**config.mk**
```make
export PLATFORM = sky130hd
export DESIGN_NAME = pcf_ports
export DESIGN_NICKNAME = d
export VERILOG_FILES = /design/src/common/pcf_pkg.sv /design/src/pcf_ports.sv
export SDC_FILE = /design/constraint.sdc
export NUM_CORES = 1
export LEC_CHECK = 0
export ABC_CLOCK_PERIOD_IN_PS = 5300
export BUFFER_PORTS_ARGS = -buffer_cell sky130_fd_sc_hd__clkbuf_2
export CORE_MARGIN = 1.5
export CORE_UTILIZATION = 40
export CTS_CLUSTER_SIZE = 20
export DETAILED_ROUTE_END_ITERATION = 10
export PLACE_DENSITY = 0.81
export SLEW_MARGIN = 10
export SYNTH_ARGS = -nofsm -noshare
export SYNTH_HDL_FRONTEND = slang
export SYNTH_SLANG_ARGS = --single-unit
```
**constraint.sdc**
```tcl
create_clock -name clk_i -period 5.3 [get_ports clk_i]
set_clock_uncertainty 0.15 [all_clocks]
set_input_delay 0.53 -clock clk_i [delete_from_list [all_inputs] [get_ports clk_i]]
set_output_delay 0.53 -clock clk_i [all_outputs]
set_load 0.02 [all_outputs]
```
**src/common/pcf_pkg.sv**
```systemverilog
/*
 * Shared definitions for the parallel ports C to F block: register
 * indices, field positions, timer clock selection code and carriers.
 * Assumes a classic Wishbone master with 32-bit data; each register
 * takes one aligned word at byte address four times its index.
 */
package pcf_pkg;

    // ----------------------------------------------------------------
    // register indices (byte address = index * 4)
    // ----------------------------------------------------------------
    localparam logic [3:0] IDX_LATCH_C = 4'h2;
    localparam logic [3:0] IDX_LATCH_D = 4'h3;
    localparam logic [3:0] IDX_DIR_C = 4'h6;
    localparam logic [3:0] IDX_DIR_D = 4'h7;
    localparam logic [3:0] IDX_LATCH_E = 4'h8;
    localparam logic [3:0] IDX_LATCH_F = 4'h9;
    localparam logic [3:0] IDX_DIR_E = 4'hc;

    // ----------------------------------------------------------------
    // field positions and reset values
    // ----------------------------------------------------------------
    localparam int SYSCLK_EN_BIT = 7;
    localparam int SYSCLK_PIN_BIT = 2;
    localparam int TIMER_A_CLK_PIN_BIT = 6;
    localparam int TIMER_B_CLK_PIN_BIT = 4;
    localparam int SPI_SS_PIN_BIT = 4;
    localparam logic [7:0] DIR_RESET = 8'h00;
    localparam logic [4:0] ADC_PORT_D_FIRST = 5'h08;
    // prescaler code that picks the external timer clock pin
    localparam logic [2:0] PS_EXT_CLOCK = 3'h7;
    localparam logic [1:0] ELS_GPIO = 2'h0;

    // ----------------------------------------------------------------
    // bus state machine
    // ----------------------------------------------------------------
    typedef enum logic [1:0] {
        WB_IDLE = 2'b01,
        WB_ACK = 2'b10
    } pcf_wb_state_e;

    // ----------------------------------------------------------------
    // carriers
    // ----------------------------------------------------------------
    typedef struct packed {
        logic cyc;
        logic stb;
        logic we;
        logic [3:0] sel;
        logic [5:0] adr;
        logic [31:0] dat;
    } pcf_wb_req_s;

    typedef struct packed {
        logic [4:0] converter_channel_select;
        logic [2:0] timer_a_prescaler_select;
        logic [2:0] timer_b_prescaler_select;
        logic spi_enable_bit;
        logic spi_master_bit;
        logic mode_fault_detect_enable;
        logic [1:0] timer_a_ch0_edge_level_select;
        logic [1:0] timer_a_ch1_edge_level_select;
        logic sci_enable_bit;
    } pcf_periph_ctl_s;

    typedef struct packed {
        logic [7:0] out;
        logic [7:0] oe;
    } pcf_pe_drive_s;

endpackage : pcf_pkg

```
**src/pcf_ports.sv**
```systemverilog
/*
 * Parallel ports C, D, E and the port F data latch, with their direction
 * registers, peripheral pin takeover and the Wishbone register slave.
 * Assumes pin inputs synchronous to clk_i, peripheral controls and drives
 * coming straight from the on-chip modules, pad logic outside.
 */
// Local design decision: the Wishbone slave port.
// Notes on behaviour
// - direction bit 1 drives the pin, 0 leaves it a high-impedance input.
// - clock output enable bit drives the system clock on port C bit 2.
// - while the clock goes out, that pin's direction bit is ignored.
// - reset clears the whole port C direction register and clock enable.
// - data read returns latch where direction is 1, pin level where 0.
// - latch writes succeed whatever the direction; on inputs the read stays the pin.
// - port D converter pin reads 0 when input, latch when output.
// - port D timer pins ignore direction for driving; read latch or 0.
// - port D bits 6 and 4 are timer clocks when prescaler picks them.
// - reset clears port D and port E direction registers.
// - port E bits 7..5 are SPI pins, plain I/O when SPI disabled.
// - port E bit 4 is SPI select unless disabled or master without fault detect.
// - peripheral owned port E pins ignore direction for driving; read still mixes.
// - port E bits 3, 2 are timer A channels when edge/level select nonzero.
// - port E bits 1, 0 are SCI pins, plain I/O when SCI disabled.
// - port E has eight readable, writable latch bits.
// - port F has seven latch bits that reset leaves untouched.
// - port C latch keeps its value through reset; bits 7, 6 read zero.
// - clock output reaches port C bit 2 only with enable bit 7 set.
`timescale 1ns/100ps

module pcf_ports
(
    // clock and reset
    input wire logic clk_i,
    input wire logic rst_i,
    // register bus
    input wire pcf_pkg::pcf_wb_req_s wb_req_i,
    output logic [31:0] wb_dat_o,
    output logic wb_ack_o,
    // peripheral side
    input wire logic sysclk_i,
    input wire pcf_pkg::pcf_periph_ctl_s periph_ctl_i,
    input wire pcf_pkg::pcf_pe_drive_s pe_drive_i,
    // port C pins
    input wire logic [5:0] pc_pin_i,
    output logic [5:0] pc_out_o,
    output logic [5:0] pc_oe_o,
    // port D pins
    input wire logic [7:0] pd_pin_i,
    output logic [7:0] pd_out_o,
    output logic [7:0] pd_oe_o,
    // port E pins
    input wire logic [7:0] pe_pin_i,
    output logic [7:0] pe_out_o,
    output logic [7:0] pe_oe_o,
    // port F latch
    output logic [6:0] pf_latch_o
);
    import pcf_pkg::*;

    // ----------------------------------------------------------------
    // helpers
    // ----------------------------------------------------------------
    function automatic logic [7:0] read_mix(input logic [7:0] dir, input logic [7:0] latch,
                                            input logic [7:0] pin);
        read_mix = (dir & latch) | (~dir & pin);
    endfunction : read_mix

    function automatic logic wb_hit(input pcf_wb_req_s req, input logic [3:0] idx);
        wb_hit = req.cyc && req.stb && req.we && req.sel[0] && (req.adr[5:2] == idx);
    endfunction : wb_hit

    // ----------------------------------------------------------------
    // registers
    // ----------------------------------------------------------------
    pcf_wb_state_e wb_state_r;
    logic [31:0] wb_dat_r;
    logic [5:0] dir_reg_c;
    logic sysclk_out_enable;
    logic [7:0] dir_reg_d;
    logic [7:0] dir_reg_e;
    logic [5:0] latch_c;
    logic [7:0] latch_d;
    logic [7:0] latch_e;
    logic [6:0] latch_f;
    logic wr_ok;

    // writes take effect at the edge where the master sees ack
    assign wr_ok = (wb_state_r == WB_ACK);

    // ----------------------------------------------------------------
    // pin ownership
    // ----------------------------------------------------------------
    logic [7:0] pd_adc;
    logic [7:0] pd_timer;
    logic [7:0] pd_owned;
    logic [7:0] pe_owned;
    logic spi_ss_used;

    always_comb
    begin
        pd_adc = 8'h00;
        for (int b = 0; b < 7; b++)
        begin
            pd_adc[b] = (periph_ctl_i.converter_channel_select == ADC_PORT_D_FIRST + 5'(b));
        end
        pd_timer = 8'h00;
        pd_timer[TIMER_A_CLK_PIN_BIT] = (periph_ctl_i.timer_a_prescaler_select == PS_EXT_CLOCK);
        pd_timer[TIMER_B_CLK_PIN_BIT] = (periph_ctl_i.timer_b_prescaler_select == PS_EXT_CLOCK);
    end

    // owned port D pins feed the converter or a timer and are never driven
    assign pd_owned = pd_adc | pd_timer;

    // a master that ignores mode faults leaves the select pin to software
    assign spi_ss_used = periph_ctl_i.spi_enable_bit
                         && !(periph_ctl_i.spi_master_bit && !periph_ctl_i.mode_fault_detect_enable);

    always_comb
    begin
        pe_owned = 8'h00;
        pe_owned[7:5] = {3{periph_ctl_i.spi_enable_bit}};
        pe_owned[SPI_SS_PIN_BIT] = spi_ss_used;
        pe_owned[3] = (periph_ctl_i.timer_a_ch1_edge_level_select != ELS_GPIO);
        pe_owned[2] = (periph_ctl_i.timer_a_ch0_edge_level_select != ELS_GPIO);
        pe_owned[1:0] = {2{periph_ctl_i.sci_enable_bit}};
    end

    // ----------------------------------------------------------------
    // pin drivers
    // ----------------------------------------------------------------
    // the clock pin is combinational: a flop at clk_i could not carry it
    always_comb
    begin
        pc_out_o = latch_c;
        pc_oe_o = dir_reg_c;
        if (sysclk_out_enable)
        begin
            pc_out_o[SYSCLK_PIN_BIT] = sysclk_i;
            pc_oe_o[SYSCLK_PIN_BIT] = 1'b1;
        end
    end

    // converter and timer clock pins are inputs only
    assign pd_out_o = latch_d;
    assign pd_oe_o = dir_reg_d & ~pd_owned;

    assign pe_out_o = (pe_owned & pe_drive_i.out) | (~pe_owned & latch_e);
    assign pe_oe_o = (pe_owned & pe_drive_i.oe) | (~pe_owned & dir_reg_e);

    assign pf_latch_o = latch_f;

    // ----------------------------------------------------------------
    // read paths
    // ----------------------------------------------------------------
    logic [7:0] rd_c;
    logic [7:0] rd_d;
    logic [7:0] rd_e;
    logic [7:0] rd_mux;

    always_comb
    begin
        rd_c = read_mix({2'h0, dir_reg_c}, {2'h0, latch_c}, {2'h0, pc_pin_i});
        if (sysclk_out_enable)
        begin
            rd_c[SYSCLK_PIN_BIT] = 1'b0;
        end
    end

    // owned port D pins show 0 instead of the pin when set as input
    assign rd_d = read_mix(dir_reg_d, latch_d, pd_pin_i & ~pd_owned);
    assign rd_e = read_mix(dir_reg_e, latch_e, pe_pin_i);

    always_comb
    begin
        rd_mux = 8'h00;
        unique case (wb_req_i.adr[5:2])
            IDX_LATCH_C: rd_mux = rd_c;
            IDX_LATCH_D: rd_mux = rd_d;
            IDX_DIR_C: rd_mux = {sysclk_out_enable, 1'b0, dir_reg_c};
            IDX_DIR_D: rd_mux = dir_reg_d;
            IDX_LATCH_E: rd_mux = rd_e;
            IDX_LATCH_F: rd_mux = {1'b0, latch_f};
            IDX_DIR_E: rd_mux = dir_reg_e;
            default: rd_mux = 8'h00;
        endcase
    end

    // ----------------------------------------------------------------
    // bus slave: ack one cycle after the request, dropped the next
    // ----------------------------------------------------------------
    always_ff @(posedge clk_i)
    begin
        if (rst_i)
        begin
            wb_state_r <= WB_IDLE;
        end
        else
        begin
            unique case (wb_state_r)
                WB_IDLE: if (wb_req_i.cyc && wb_req_i.stb) wb_state_r <= WB_ACK;
                WB_ACK: wb_state_r <= WB_IDLE;
                default: wb_state_r <= WB_IDLE;
            endcase
        end
    end

    // read data captured when the request is taken, held through ack
    always_ff @(posedge clk_i)
    begin
        if (rst_i)
        begin
            wb_dat_r <= 32'h0000_0000;
        end
        else if (wb_state_r == WB_IDLE && wb_req_i.cyc && wb_req_i.stb)
        begin
            wb_dat_r <= {24'h00_0000, rd_mux};
        end
    end

    assign wb_ack_o = (wb_state_r == WB_ACK);
    assign wb_dat_o = wb_dat_r;

    // ----------------------------------------------------------------
    // direction registers
    // ----------------------------------------------------------------
    always_ff @(posedge clk_i)
    begin
        if (rst_i)
        begin
            dir_reg_c <= DIR_RESET[5:0];
            sysclk_out_enable <= 1'b0;
        end
        else if (wr_ok && wb_hit(wb_req_i, IDX_DIR_C))
        begin
            dir_reg_c <= wb_req_i.dat[5:0];
            sysclk_out_enable <= wb_req_i.dat[SYSCLK_EN_BIT];
        end
    end

    always_ff @(posedge clk_i)
    begin
        if (rst_i)
        begin
            dir_reg_d <= DIR_RESET;
        end
        else if (wr_ok && wb_hit(wb_req_i, IDX_DIR_D))
        begin
            dir_reg_d <= wb_req_i.dat[7:0];
        end
    end

    always_ff @(posedge clk_i)
    begin
        if (rst_i)
        begin
            dir_reg_e <= DIR_RESET;
        end
        else if (wr_ok && wb_hit(wb_req_i, IDX_DIR_E))
        begin
            dir_reg_e <= wb_req_i.dat[7:0];
        end
    end

    // ----------------------------------------------------------------
    // data latches: no reset, written whatever the direction
    // ----------------------------------------------------------------
    // no reset keeps pin values across a warm reset; they start unknown at power-up
    always_ff @(posedge clk_i)
    begin
        if (wr_ok && wb_hit(wb_req_i, IDX_LATCH_C))
        begin
            latch_c <= wb_req_i.dat[5:0];
        end
        if (wr_ok && wb_hit(wb_req_i, IDX_LATCH_D))
        begin
            latch_d <= wb_req_i.dat[7:0];
        end
        if (wr_ok && wb_hit(wb_req_i, IDX_LATCH_E))
        begin
            latch_e <= wb_req_i.dat[7:0];
        end
        if (wr_ok && wb_hit(wb_req_i, IDX_LATCH_F))
        begin
            latch_f <= wb_req_i.dat[6:0];
        end
    end

    // ----------------------------------------------------------------
    // checks
    // ----------------------------------------------------------------
    logic rd_ack;
    assign rd_ack = wb_ack_o && !wb_req_i.we;

    dir_drive_a: assert property (@(posedge clk_i) disable iff (rst_i)
        wr_ok && wb_hit(wb_req_i, IDX_DIR_D)
        |=> pd_oe_o == ($past(wb_req_i.dat[7:0]) & ~pd_owned))
        else $error("port D driver does not follow direction write");

    clk_out_a: assert property (@(posedge clk_i) disable iff (rst_i)
        sysclk_out_enable |-> pc_oe_o[SYSCLK_PIN_BIT] && pc_out_o[SYSCLK_PIN_BIT] == sysclk_i)
        else $error("system clock not driven on port C bit 2");

    clk_override_a: assert property (@(posedge clk_i) disable iff (rst_i)
        sysclk_out_enable && !dir_reg_c[SYSCLK_PIN_BIT] |-> pc_oe_o[SYSCLK_PIN_BIT])
        else $error("direction bit affects clock pin");

    clk_gate_a: assert property (@(posedge clk_i) disable iff (rst_i)
        !sysclk_out_enable |-> pc_oe_o == dir_reg_c && pc_out_o === latch_c)
        else $error("clock reaches port C while disabled");

    reset_c_a: assert property (@(posedge clk_i) disable iff (rst_i)
        $fell(rst_i) |-> pc_oe_o == 6'h00 && !sysclk_out_enable)
        else $error("port C direction not cleared by reset");

    reset_de_a: assert property (@(posedge clk_i) disable iff (rst_i)
        $fell(rst_i) |-> pd_oe_o == 8'h00 && dir_reg_e == 8'h00)
        else $error("port D or E direction not cleared by reset");

    read_mix_a: assert property (@(posedge clk_i) disable iff (rst_i)
        rd_ack && wb_req_i.adr[5:2] == IDX_LATCH_E
        |-> wb_dat_o[7:0] == $past(read_mix(dir_reg_e, latch_e, pe_pin_i)))
        else $error("port E read does not mix latch and pin");

    write_any_a: assert property (@(posedge clk_i) disable iff (rst_i)
        wr_ok && wb_hit(wb_req_i, IDX_LATCH_E) |=> latch_e == $past(wb_req_i.dat[7:0]))
        else $error("port E latch write lost");

    adc_read_a: assert property (@(posedge clk_i) disable iff (rst_i)
        rd_ack && wb_req_i.adr[5:2] == IDX_LATCH_D
        |-> (wb_dat_o[7:0] & $past(pd_owned & ~dir_reg_d)) == 8'h00)
        else $error("owned port D input bit not read as 0");

    timer_clk_a: assert property (@(posedge clk_i) disable iff (rst_i)
        periph_ctl_i.timer_a_prescaler_select == PS_EXT_CLOCK |-> !pd_oe_o[TIMER_A_CLK_PIN_BIT])
        else $error("timer A clock pin driven");

    spi_off_a: assert property (@(posedge clk_i) disable iff (rst_i)
        !periph_ctl_i.spi_enable_bit |-> pe_oe_o[7:4] == dir_reg_e[7:4])
        else $error("SPI pins not released when SPI disabled");

    sci_own_a: assert property (@(posedge clk_i) disable iff (rst_i)
        periph_ctl_i.sci_enable_bit |-> pe_oe_o[1:0] == pe_drive_i.oe[1:0])
        else $error("SCI pins follow direction while SCI enabled");

    latch_f_a: assert property (@(posedge clk_i)
        rst_i |=> pf_latch_o === $past(pf_latch_o))
        else $error("port F latch changed by reset");

    unimpl_zero_a: assert property (@(posedge clk_i) disable iff (rst_i)
        rd_ack && wb_req_i.adr[5:2] == IDX_LATCH_C
        |-> wb_dat_o[7:6] == 2'h0 && ($past(sysclk_out_enable) -> !wb_dat_o[SYSCLK_PIN_BIT]))
        else $error("port C read shows bits that must be zero");

    ack_once_a: assert property (@(posedge clk_i) disable iff (rst_i)
        wb_req_i.cyc && wb_req_i.stb && !wb_ack_o |=> wb_ack_o ##1 !wb_ack_o)
        else $error("bus ack not a single cycle after request");

    ss_slave_a: assert property (@(posedge clk_i) disable iff (rst_i)
        periph_ctl_i.spi_enable_bit && !periph_ctl_i.spi_master_bit
        |-> pe_oe_o[SPI_SS_PIN_BIT] == pe_drive_i.oe[SPI_SS_PIN_BIT])
        else $error("slave select pin follows direction in slave mode");

    timer_chan_a: assert property (@(posedge clk_i) disable iff (rst_i)
        periph_ctl_i.timer_a_ch0_edge_level_select != ELS_GPIO |-> pe_oe_o[2] == pe_drive_i.oe[2])
        else $error("timer channel pin not handed to the timer");

    timer_b_clk_a: assert property (@(posedge clk_i) disable iff (rst_i)
        periph_ctl_i.timer_b_prescaler_select == PS_EXT_CLOCK |-> !pd_oe_o[TIMER_B_CLK_PIN_BIT])
        else $error("timer B clock pin driven");

    read_c: cover property (@(posedge clk_i) disable iff (rst_i)
        rd_ack && wb_req_i.adr[5:2] == IDX_LATCH_C && sysclk_out_enable);
    spi_slave_c: cover property (@(posedge clk_i) disable iff (rst_i)
        periph_ctl_i.spi_enable_bit && !periph_ctl_i.spi_master_bit && dir_reg_e[SPI_SS_PIN_BIT]);
    adc_read_c: cover property (@(posedge clk_i) disable iff (rst_i)
        rd_ack && wb_req_i.adr[5:2] == IDX_LATCH_D && (pd_adc != 8'h00));
    write_c: cover property (@(posedge clk_i) disable iff (rst_i)
        wr_ok && wb_hit(wb_req_i, IDX_DIR_E));
    timer_pin_c: cover property (@(posedge clk_i) disable iff (rst_i)
        rd_ack && wb_req_i.adr[5:2] == IDX_LATCH_D && (pd_timer != 8'h00));

endmodule : pcf_ports

```
=== Word level (Yosys, flattened, before mapping) ===
Cells that the tools add are included.

* Register bits: 62
* Bits of input ports: 105

* Equal/unequal tests: 18
* Muxes and demuxes: 4
* Reduce and logical (&&, ||, !) cells: 26
* Bitwise gates (word level): 24

{| class="wikitable"
|+ Operators by type and width
! kind !! count
|-
| $and 8x8->8 || 10
|-
| $pmux 8 s7 || 1
|-
| $eq 5x4->1 const B || 7
|-
| $or 8x8->8 || 4
|-
| $not 8->8 || 3
|-
| $logic_and 1x1->1 || 21
|-
| $eq 4x4->1 const B || 3
|-
| $and 8x6->8 || 1
|-
| $eq 4x2->1 const B || 2
|-
| $eq 4x3->1 const B || 2
|-
| $not 6->8 || 1
|-
| $not 7->8 || 1
|-
| $or 6x8->8 || 1
|-
| $or 7x7->7 || 1
|-
| $and 6x6->6 || 1
|-
| $eq 3x3->1 const B || 2
|-
| $reduce_bool 2->1 || 2
|-
| $mux 1 || 3
|-
| $eq 2x1->1 const B || 1
|-
| $eq 2x2->1 const B || 1
|-
| $logic_not 1->1 || 2
|-
| $reduce_or 2->1 || 1
|-
| $not 1->1 || 1
|}

=== Logic depth before layout (Yosys ltp) ===
Gate-level depths: netlist (run 1).

* Depth in word-level cells: 7
* Depth in mapped cells: 7
* Gate-level depth less buffers: 4

=== Least setup slack after synthesis (run 1) ===
Ideal clock, no wire load.

* Path type: input -> register
* Start: input port wb_req_i[35] in the netlist's numbering
* End: register latch_e[0], enable pin
* Required time: 4.780 ns
* Cell stages on the path: 3
* Arrival: 1.667 ns
* Path slack: 3.112 ns
* Setup time: 0.370 ns
* Path buffers: 1
* Path through: clkbuf_1 -> or4b_1 -> nor2_1

* Longest elaborated chain between the ends: 3

{| class="wikitable"
|+ Ends and longest elaborated chain
! element !! line !! RTL
|-
| start: declaration || pcf_ports.sv:36 || <nowiki>input wire pcf_pkg::pcf_wb_req_s wb_req_i,</nowiki>
|-
| $eq 4x4->1 || pcf_ports.sv:69 || <nowiki>wb_hit = req.cyc && req.stb && req.we && req.sel[0] && (req.adr[5:2] == idx);</nowiki>
|-
| $logic_and 1x1->1 || pcf_ports.sv:69 ||
|-
| $logic_and 1x1->1 || pcf_ports.sv:278 || <nowiki>if (wr_ok && wb_hit(wb_req_i, IDX_LATCH_E))</nowiki>
|-
| end signal: assignment || pcf_ports.sv:280 || <nowiki>latch_e <= wb_req_i.dat[7:0];</nowiki>
|-
| end: declaration || pcf_ports.sv:83 || <nowiki>logic [7:0] latch_e;</nowiki>
|}

No other way between the ends.
A chain may end at the register's enable or synchronous reset.

=== Worst setup path in the final report (run 1) ===
* Start: input port wb_req_i[36] in the netlist's numbering
* End: register latch_c[0], enable pin

* Longest elaborated chain between the ends: 3

{| class="wikitable"
|+ Ends and longest elaborated chain
! element !! line !! RTL
|-
| $eq 4x2->1 || pcf_ports.sv:69 ||
|-
| $logic_and 1x1->1 || pcf_ports.sv:69 ||
|-
| $logic_and 1x1->1 || pcf_ports.sv:270 || <nowiki>if (wr_ok && wb_hit(wb_req_i, IDX_LATCH_C))</nowiki>
|-
| end signal: assignment || pcf_ports.sv:272 || <nowiki>latch_c <= wb_req_i.dat[5:0];</nowiki>
|-
| end: declaration || pcf_ports.sv:81 || <nowiki>logic [5:0] latch_c;</nowiki>
|}

No other way between the ends.

==> metrics.txt, run 1 <==
final setup fails 0; RR Startpoint wb_state_r[0]; total power divided by cell area 233.2 nW/um^2; reg2reg end latch_c[0]; top cells by area, synth edfxtp_1 (25%), dfxtp_1 (19%), buf_4 (7.8%); Clk Latency, worst-skew pair 0.33 ns; placed insts 551; maximum vdd drop 0.1090 mV; Main synth FF type dfxtp_1; die width 95.97 um; Core ar. 8299 sq um; largest net degree at the start of global routing 40; crit path time final 2.608 ns; 1st-iter DRT viols 337; gr ovfl total 0; WL final 10030 um; initial core utilization 41.66%; total number of vias 2998; YS warnings 0; Hold Path Depth 1; Setup Total Neg Slack 0 ns; Worst R2R Path Depth 3; status complete, no violations; Max-Cap Viols 0; flop2flop setup slack 2.82 ns; Max clock buf depth 2; Die Y 95.97 um; crit-path max FO 39; Setup crit end kind flip-flop; vias in the first global route 2867; leak pwr 1.679 nW; first-pass GRT wire length 15020 um; share of post-route cells with drive strength above 1 38.96%; initial antenna violation count 0; #FFs+latches synth 62; CTS clk-pin slew, worst paths 0.07 ns; dpl hpwl 7602 um; Post-DP Area 4034 sq um; final hold slack 0.3082 ns; # IOs 189; top cell type's share of synthesized area 25.19%; CP required 5.10 ns; clk sinks 62; fin. max-slew vios 0; final net count 562; Seq/Total Area, Yosys 44.30%; number of synthesized flops with an enable pin 29; Gate Count Post-Synth 338; hold_buf cts 0; area leader, netlist edfxtp_1; final hold vios 0; relative slew slack 35.52%; RSZ-0062 raised after global routing no; top-count cell post-synth nor2_1; Final Non-Filler Cells 567; GPL Wtd Cong 0.9065; CP Data Arrival Time 2.41 ns; Tot GR Track Use 22.30%; Hold WC Path Type in -> reg; syn avg cell area 10.23 sq um; Cell Area, Synth 3457 sq um; ANT nets after route 0; Pre-Repair DR Iteration Count 4; DR vias/cell 5.287; post-route cell area 4187 sq um; # diodes 0; num rows 33; DRC 0; clk root buf clkbuf_8; crit start category input pin; post_cts resized 0; synth unique cells 48; I/O Buffers 135; Util after Layout 50.44%; FFs w/ async S/R, synth 0%; WL/cell 17.69 um; Die Area 9209 sq um; CTS tree built; htree depth 3; CTS Buf Count 9; P&R area growth vs syn 21.10%; final period utilization 49.21%; crit path to latch_c[0]; Synth top cells by count nor2_1 (38), buf_4 (36), dfxtp_1 (33), edfxtp_1 (29), mux2i_1 (26); start point of the critical path wb_req_i[36]; fmax 383.4 MHz; Slew @ Worst Pin 0.9652 ns; Post-CTS Setup Repair Bufs 0; Crit Path Class in -> reg
layout by cell type, fill, tap and decap left out, drive strengths merged, types with 5 or more instances in the layout:
master	synthesis	layout
edfxtp	29	29
clkbuf	12	148
nor2b	7	7
nand2b	5	5
nand2	7	7
nand3b	5	5
o21ai	20	20
inv	8	8
dfxtp	33	33
or3b	9	9
mux2	20	20
conb	1	24
a21oi	11	11
nor2	38	38
and2	8	8
mux2i	26	26
state kept, by name, summed over array words and instances, names as in the netlist:
name               cells
dir_reg_e              8
wb_state_r             2
pd_out_o               8
pf_latch_o             7
sysclk_out_enable      1
latch_c                6
dir_reg_d              8
latch_e                8
wb_dat_o               8
dir_reg_c              6
worst min-delay path by stage:
| stage | to | startpoint | slack (ns) |
|---|---|---|---|
| after global routing | pf_latch_o[6] | wb_req_i[6] | 0.30 |
| after CTS | latch_e[7] | wb_req_i[7] | 0.28 |
| final | pf_latch_o[6] | wb_req_i[6] | 0.31 |
| after detailed placement | wb_dat_o[7] | wb_dat_o[7] | 0.31 |
| after floorplan | dir_reg_d[0] | dir_reg_d[0] | 0.33 |
| after global placement | wb_dat_o[7] | wb_dat_o[7] | 0.30 |
worst max-delay path, cell delays in order:
cell	delay (ns)
clkbuf_2	0.39
nor4b_1	0.64
nor2b_1	0.84
logic make-up (layout without fill, tap and decap cells):
kind of cell	after synthesis	after routing	synth area share [%]
AND/OR/NAND/NOR	104	104	18.49
AO/OA/AOI/OAI	66	66	12.63
flip-flops	62	62	44.30
buffers and inverters	59	160	10.42
multiplexers	46	46	14.04
other	1	24	0.1085
through the flow:
step	total power [W]	setup slack (ns)
floorplan	0.0006039	3.112
global placement	0.0006415	2.373
detailed placement	0.0006440	2.398
CTS	0.0009832	2.723
global route	0.001017	2.593
finish	0.0009765	2.692
where the power goes:
part	switching, W	internal [W]	leakage, nW
combinational	0.0000817	0.0000486	1.07
sequential	0.00000159	0.000503	0.527
clock	0.000175	0.000167	0.0788
total	0.000258	0.000718	1.68
metal layers:
layer / track usage [%] / vias to the layer above / wire length (um)
li1: - / 1423 / -
met1: 28.37 / 1423 / 4230
met2: 35.80 / 141 / 4858
met3: 6.003 / 11 / 802
met4: 8.946 / 0 / 138
met5: 0 / - / 0
area by class of cell:
class	instances	area [sq um]
fill	809	4113
inverter	8	30.03
multi-input combinational	240	1658
timing repair buffer	136	683.2
clock inverter	3	13.76
sequential	62	1531
tap	105	131.4
clock buffer	13	138.9
Power figures use the tool's default switching activity.
==> inputs of run 2 (changes only) <==
--- a/config.mk
+++ b/config.mk
@@ -5,13 +5,13 @@
 export SDC_FILE = /design/constraint.sdc
 export NUM_CORES = 1
 export LEC_CHECK = 0
-export ABC_CLOCK_PERIOD_IN_PS = 5300
+export ABC_CLOCK_PERIOD_IN_PS = 2320
 export BUFFER_PORTS_ARGS = -buffer_cell sky130_fd_sc_hd__clkbuf_2
 export CORE_MARGIN = 1.5
 export CORE_UTILIZATION = 40
 export CTS_CLUSTER_SIZE = 20
 export DETAILED_ROUTE_END_ITERATION = 10
-export PLACE_DENSITY = 0.81
+export PLACE_DENSITY = 0.84
 export SLEW_MARGIN = 10
 export SYNTH_ARGS = -nofsm -noshare
 export SYNTH_HDL_FRONTEND = slang
==> constraint.sdc (replaced) <==
create_clock -name clk_i -period 2.32 [get_ports clk_i]
set_clock_uncertainty 0.15 [all_clocks]
set_input_delay 0.232 -clock clk_i [delete_from_list [all_inputs] [get_ports clk_i]]
set_output_delay 0.232 -clock clk_i [all_outputs]
set_load 0.02 [all_outputs]
==> run 2 against run 1 <==
Effect of this change: cell area is 3.8% higher; critical path depth is 1 higher; worst setup slack worse by 2.4 ns; sequential power is 130% higher; sequential share of layout area is 1.3 points lower; largest cell class unchanged; cell count is 3.5% higher; via count is 5.5% higher; core utilization is 1.9 points higher; non-clock buffer count is 20 higher; power is 130% higher.
==> metrics.txt, run 2 (synthesis results as in run 1) <==
# IOs 189; Setup crit end kind flip-flop; Final Non-Filler Cells 587; final hold slack 0.01577 ns; largest net degree at the start of global routing 21; initial antenna violation count 0; post-route cell area 4347 sq um; final hold vios 0; share of post-route cells with drive strength above 1 41.49%; commonest non-fill, non-tap cells in the layout clkbuf_2 (135), nor2_1 (38), dfxtp_1 (33); GRT met2 Usage 36.91%; DR vias/cell 5.388; Worst path max stage delay 0.45 ns; Clk Latency, worst-skew pair 0.34 ns; most common cell after layout, fill and taps aside clkbuf_2; Hold WC Path Type in -> reg; final net count 582; Post-DP Area 4169 sq um; Tot GR Track Use 22.82%; 1st-iter DRT viols 230; crit path cell chain nand4b_1, or2_2, nor2b_1, buf_4; Pre-Repair DR Iteration Count 5; reg2reg end latch_c[1]; GR peak layer met2; Max-Cap Viols 0; Clk pwr share 35.2%; htree depth 3; crit path time final 2.046 ns; total power divided by cell area 519.5 nW/um^2; DRC 0; CP required 2.23 ns; total number of vias 3163; initial core utilization 41.66%; final setup fails 0; CP Data Arrival Time 1.95 ns; Max clock buf depth 2; Sw Share 27.09%; status complete, no violations; crit-path max FO 4; gr ovfl total 0; crit start category flip-flop; CTS tree built; ANT nets after route 0; I/O Buffers 135; GPL Wtd Cong 0.8989; Psw 0.0006117 W; Util after Layout 52.37%; placed insts 569; Core ar. 8299 sq um; met3 GRT Util 4.660%; Setup Total Neg Slack 0 ns; leak pwr 1.783 nW; relative slew slack 61.70%; first-pass GRT wire length 15200 um; logic gate share of total power 13.8%; Pint 0.001647 W; clk root buf clkbuf_8; dpl hpwl 8036 um; RSZ-0062 raised after global routing no; Crit-path slowest cell or2_2; Worst R2R Path Depth 4; RR Startpoint wb_state_r[0]; flop2flop setup slack 0.27 ns; hold endpoint pd_out_o[4]; Slew @ Worst Pin 0.5601 ns; WL/cell 17.63 um; Post-CTS Setup Repair Bufs 0; Flop pwr share 51.0%; P&R area growth vs syn 25.73%; Crit Path Class reg -> reg; Hold Path Depth 1; num rows 33; Die Y 95.97 um; CTS clk-pin slew, worst paths 0.07 ns; fin. max-slew vios 0; # diodes 0; WL final 10350 um; final period utilization 88.17%; CTS Buf Count 9; maximum vdd drop 0.2399 mV; Worst Hold Launch wb_req_i[4]; die width 95.97 um; met1 Resource Use GR 30.03%; fmax 488.9 MHz; vias in the first global route 2854; Die Area 9209 sq um; clk sinks 62
[run 2: final cells by class]
class	instances	area (sq um)
inverters	8	30.03
clock inverters	5	26.28
flip-flops and latches	62	1531
repair buffers	156	838.3
well taps	105	131.4
multi-input cells	240	1658
fillers	796	3953
clock buffers	11	131.4
[run 2: repair_timing]
| action | CTS | global route |
|---|---|---|
| hold buffers | 2 | 0 |
| hold endpoints to repair | 5 | 0 |
| gates resized for setup | 0 | 0 |
[run 2: how the worst max path moves through the flow]
| stage | end | slack, ns | depth (start not counted) | startpoint |
|---|---|---|---|---|
| floorplan | pd_out_o[0] | 0.41 | 3 | wb_state_r[0] |
| global placement | pf_latch_o[1] | 0.32 | 5 | wb_req_i[34] |
| detailed placement | wb_dat_o[2] | 0.31 | 5 | wb_req_i[36] |
| CTS | latch_c[1] | 0.28 | 4 | wb_state_r[0] |
| global route | latch_c[4] | 0.20 | 4 | wb_state_r[0] |
| finish | latch_c[1] | 0.27 | 4 | wb_state_r[0] |
[run 2: power by group through the flow]
stage / combinational (W) / clock, W / sequential (W)
after floorplan: 0.000199 / 0 / 0.00118
after global placement: 0.000302 / 0 / 0.00118
after detailed placement: 0.000306 / 0 / 0.00118
after CTS: 0.000309 / 0.000807 / 0.00115
after global routing: 0.000339 / 0.000855 / 0.00115
final: 0.000312 / 0.000794 / 0.00115
[run 2: metrics by stage]
stage / setup slack, ns / total power, W
6_report: 0.2744 / 0.002258
5_1_grt: 0.2020 / 0.002345
4_1_cts: 0.2829 / 0.002268
3_5_place_dp: 0.3052 / 0.001482
3_3_place_gp: 0.3180 / 0.001478
2_1_floorplan: 0.4131 / 0.001380
[run 2: worst max-delay path: cells and delay by family (launching register included)]
kind | cells | cell delay, ns
flops | 1 | 0.33
simple gates | 3 | 1.07
buf+inv | 1 | 0.21
[run 2: routing by layer]
| layer | share of wire (%) | vias to the layer above |
|---|---|---|
| li1 | - | 1465 |
| met1 | 41 | 1498 |
| met2 | 49 | 184 |
| met3 | 9.0 | 16 |
| met4 | 1.4 | 0 |
| met5 | 0 | - |
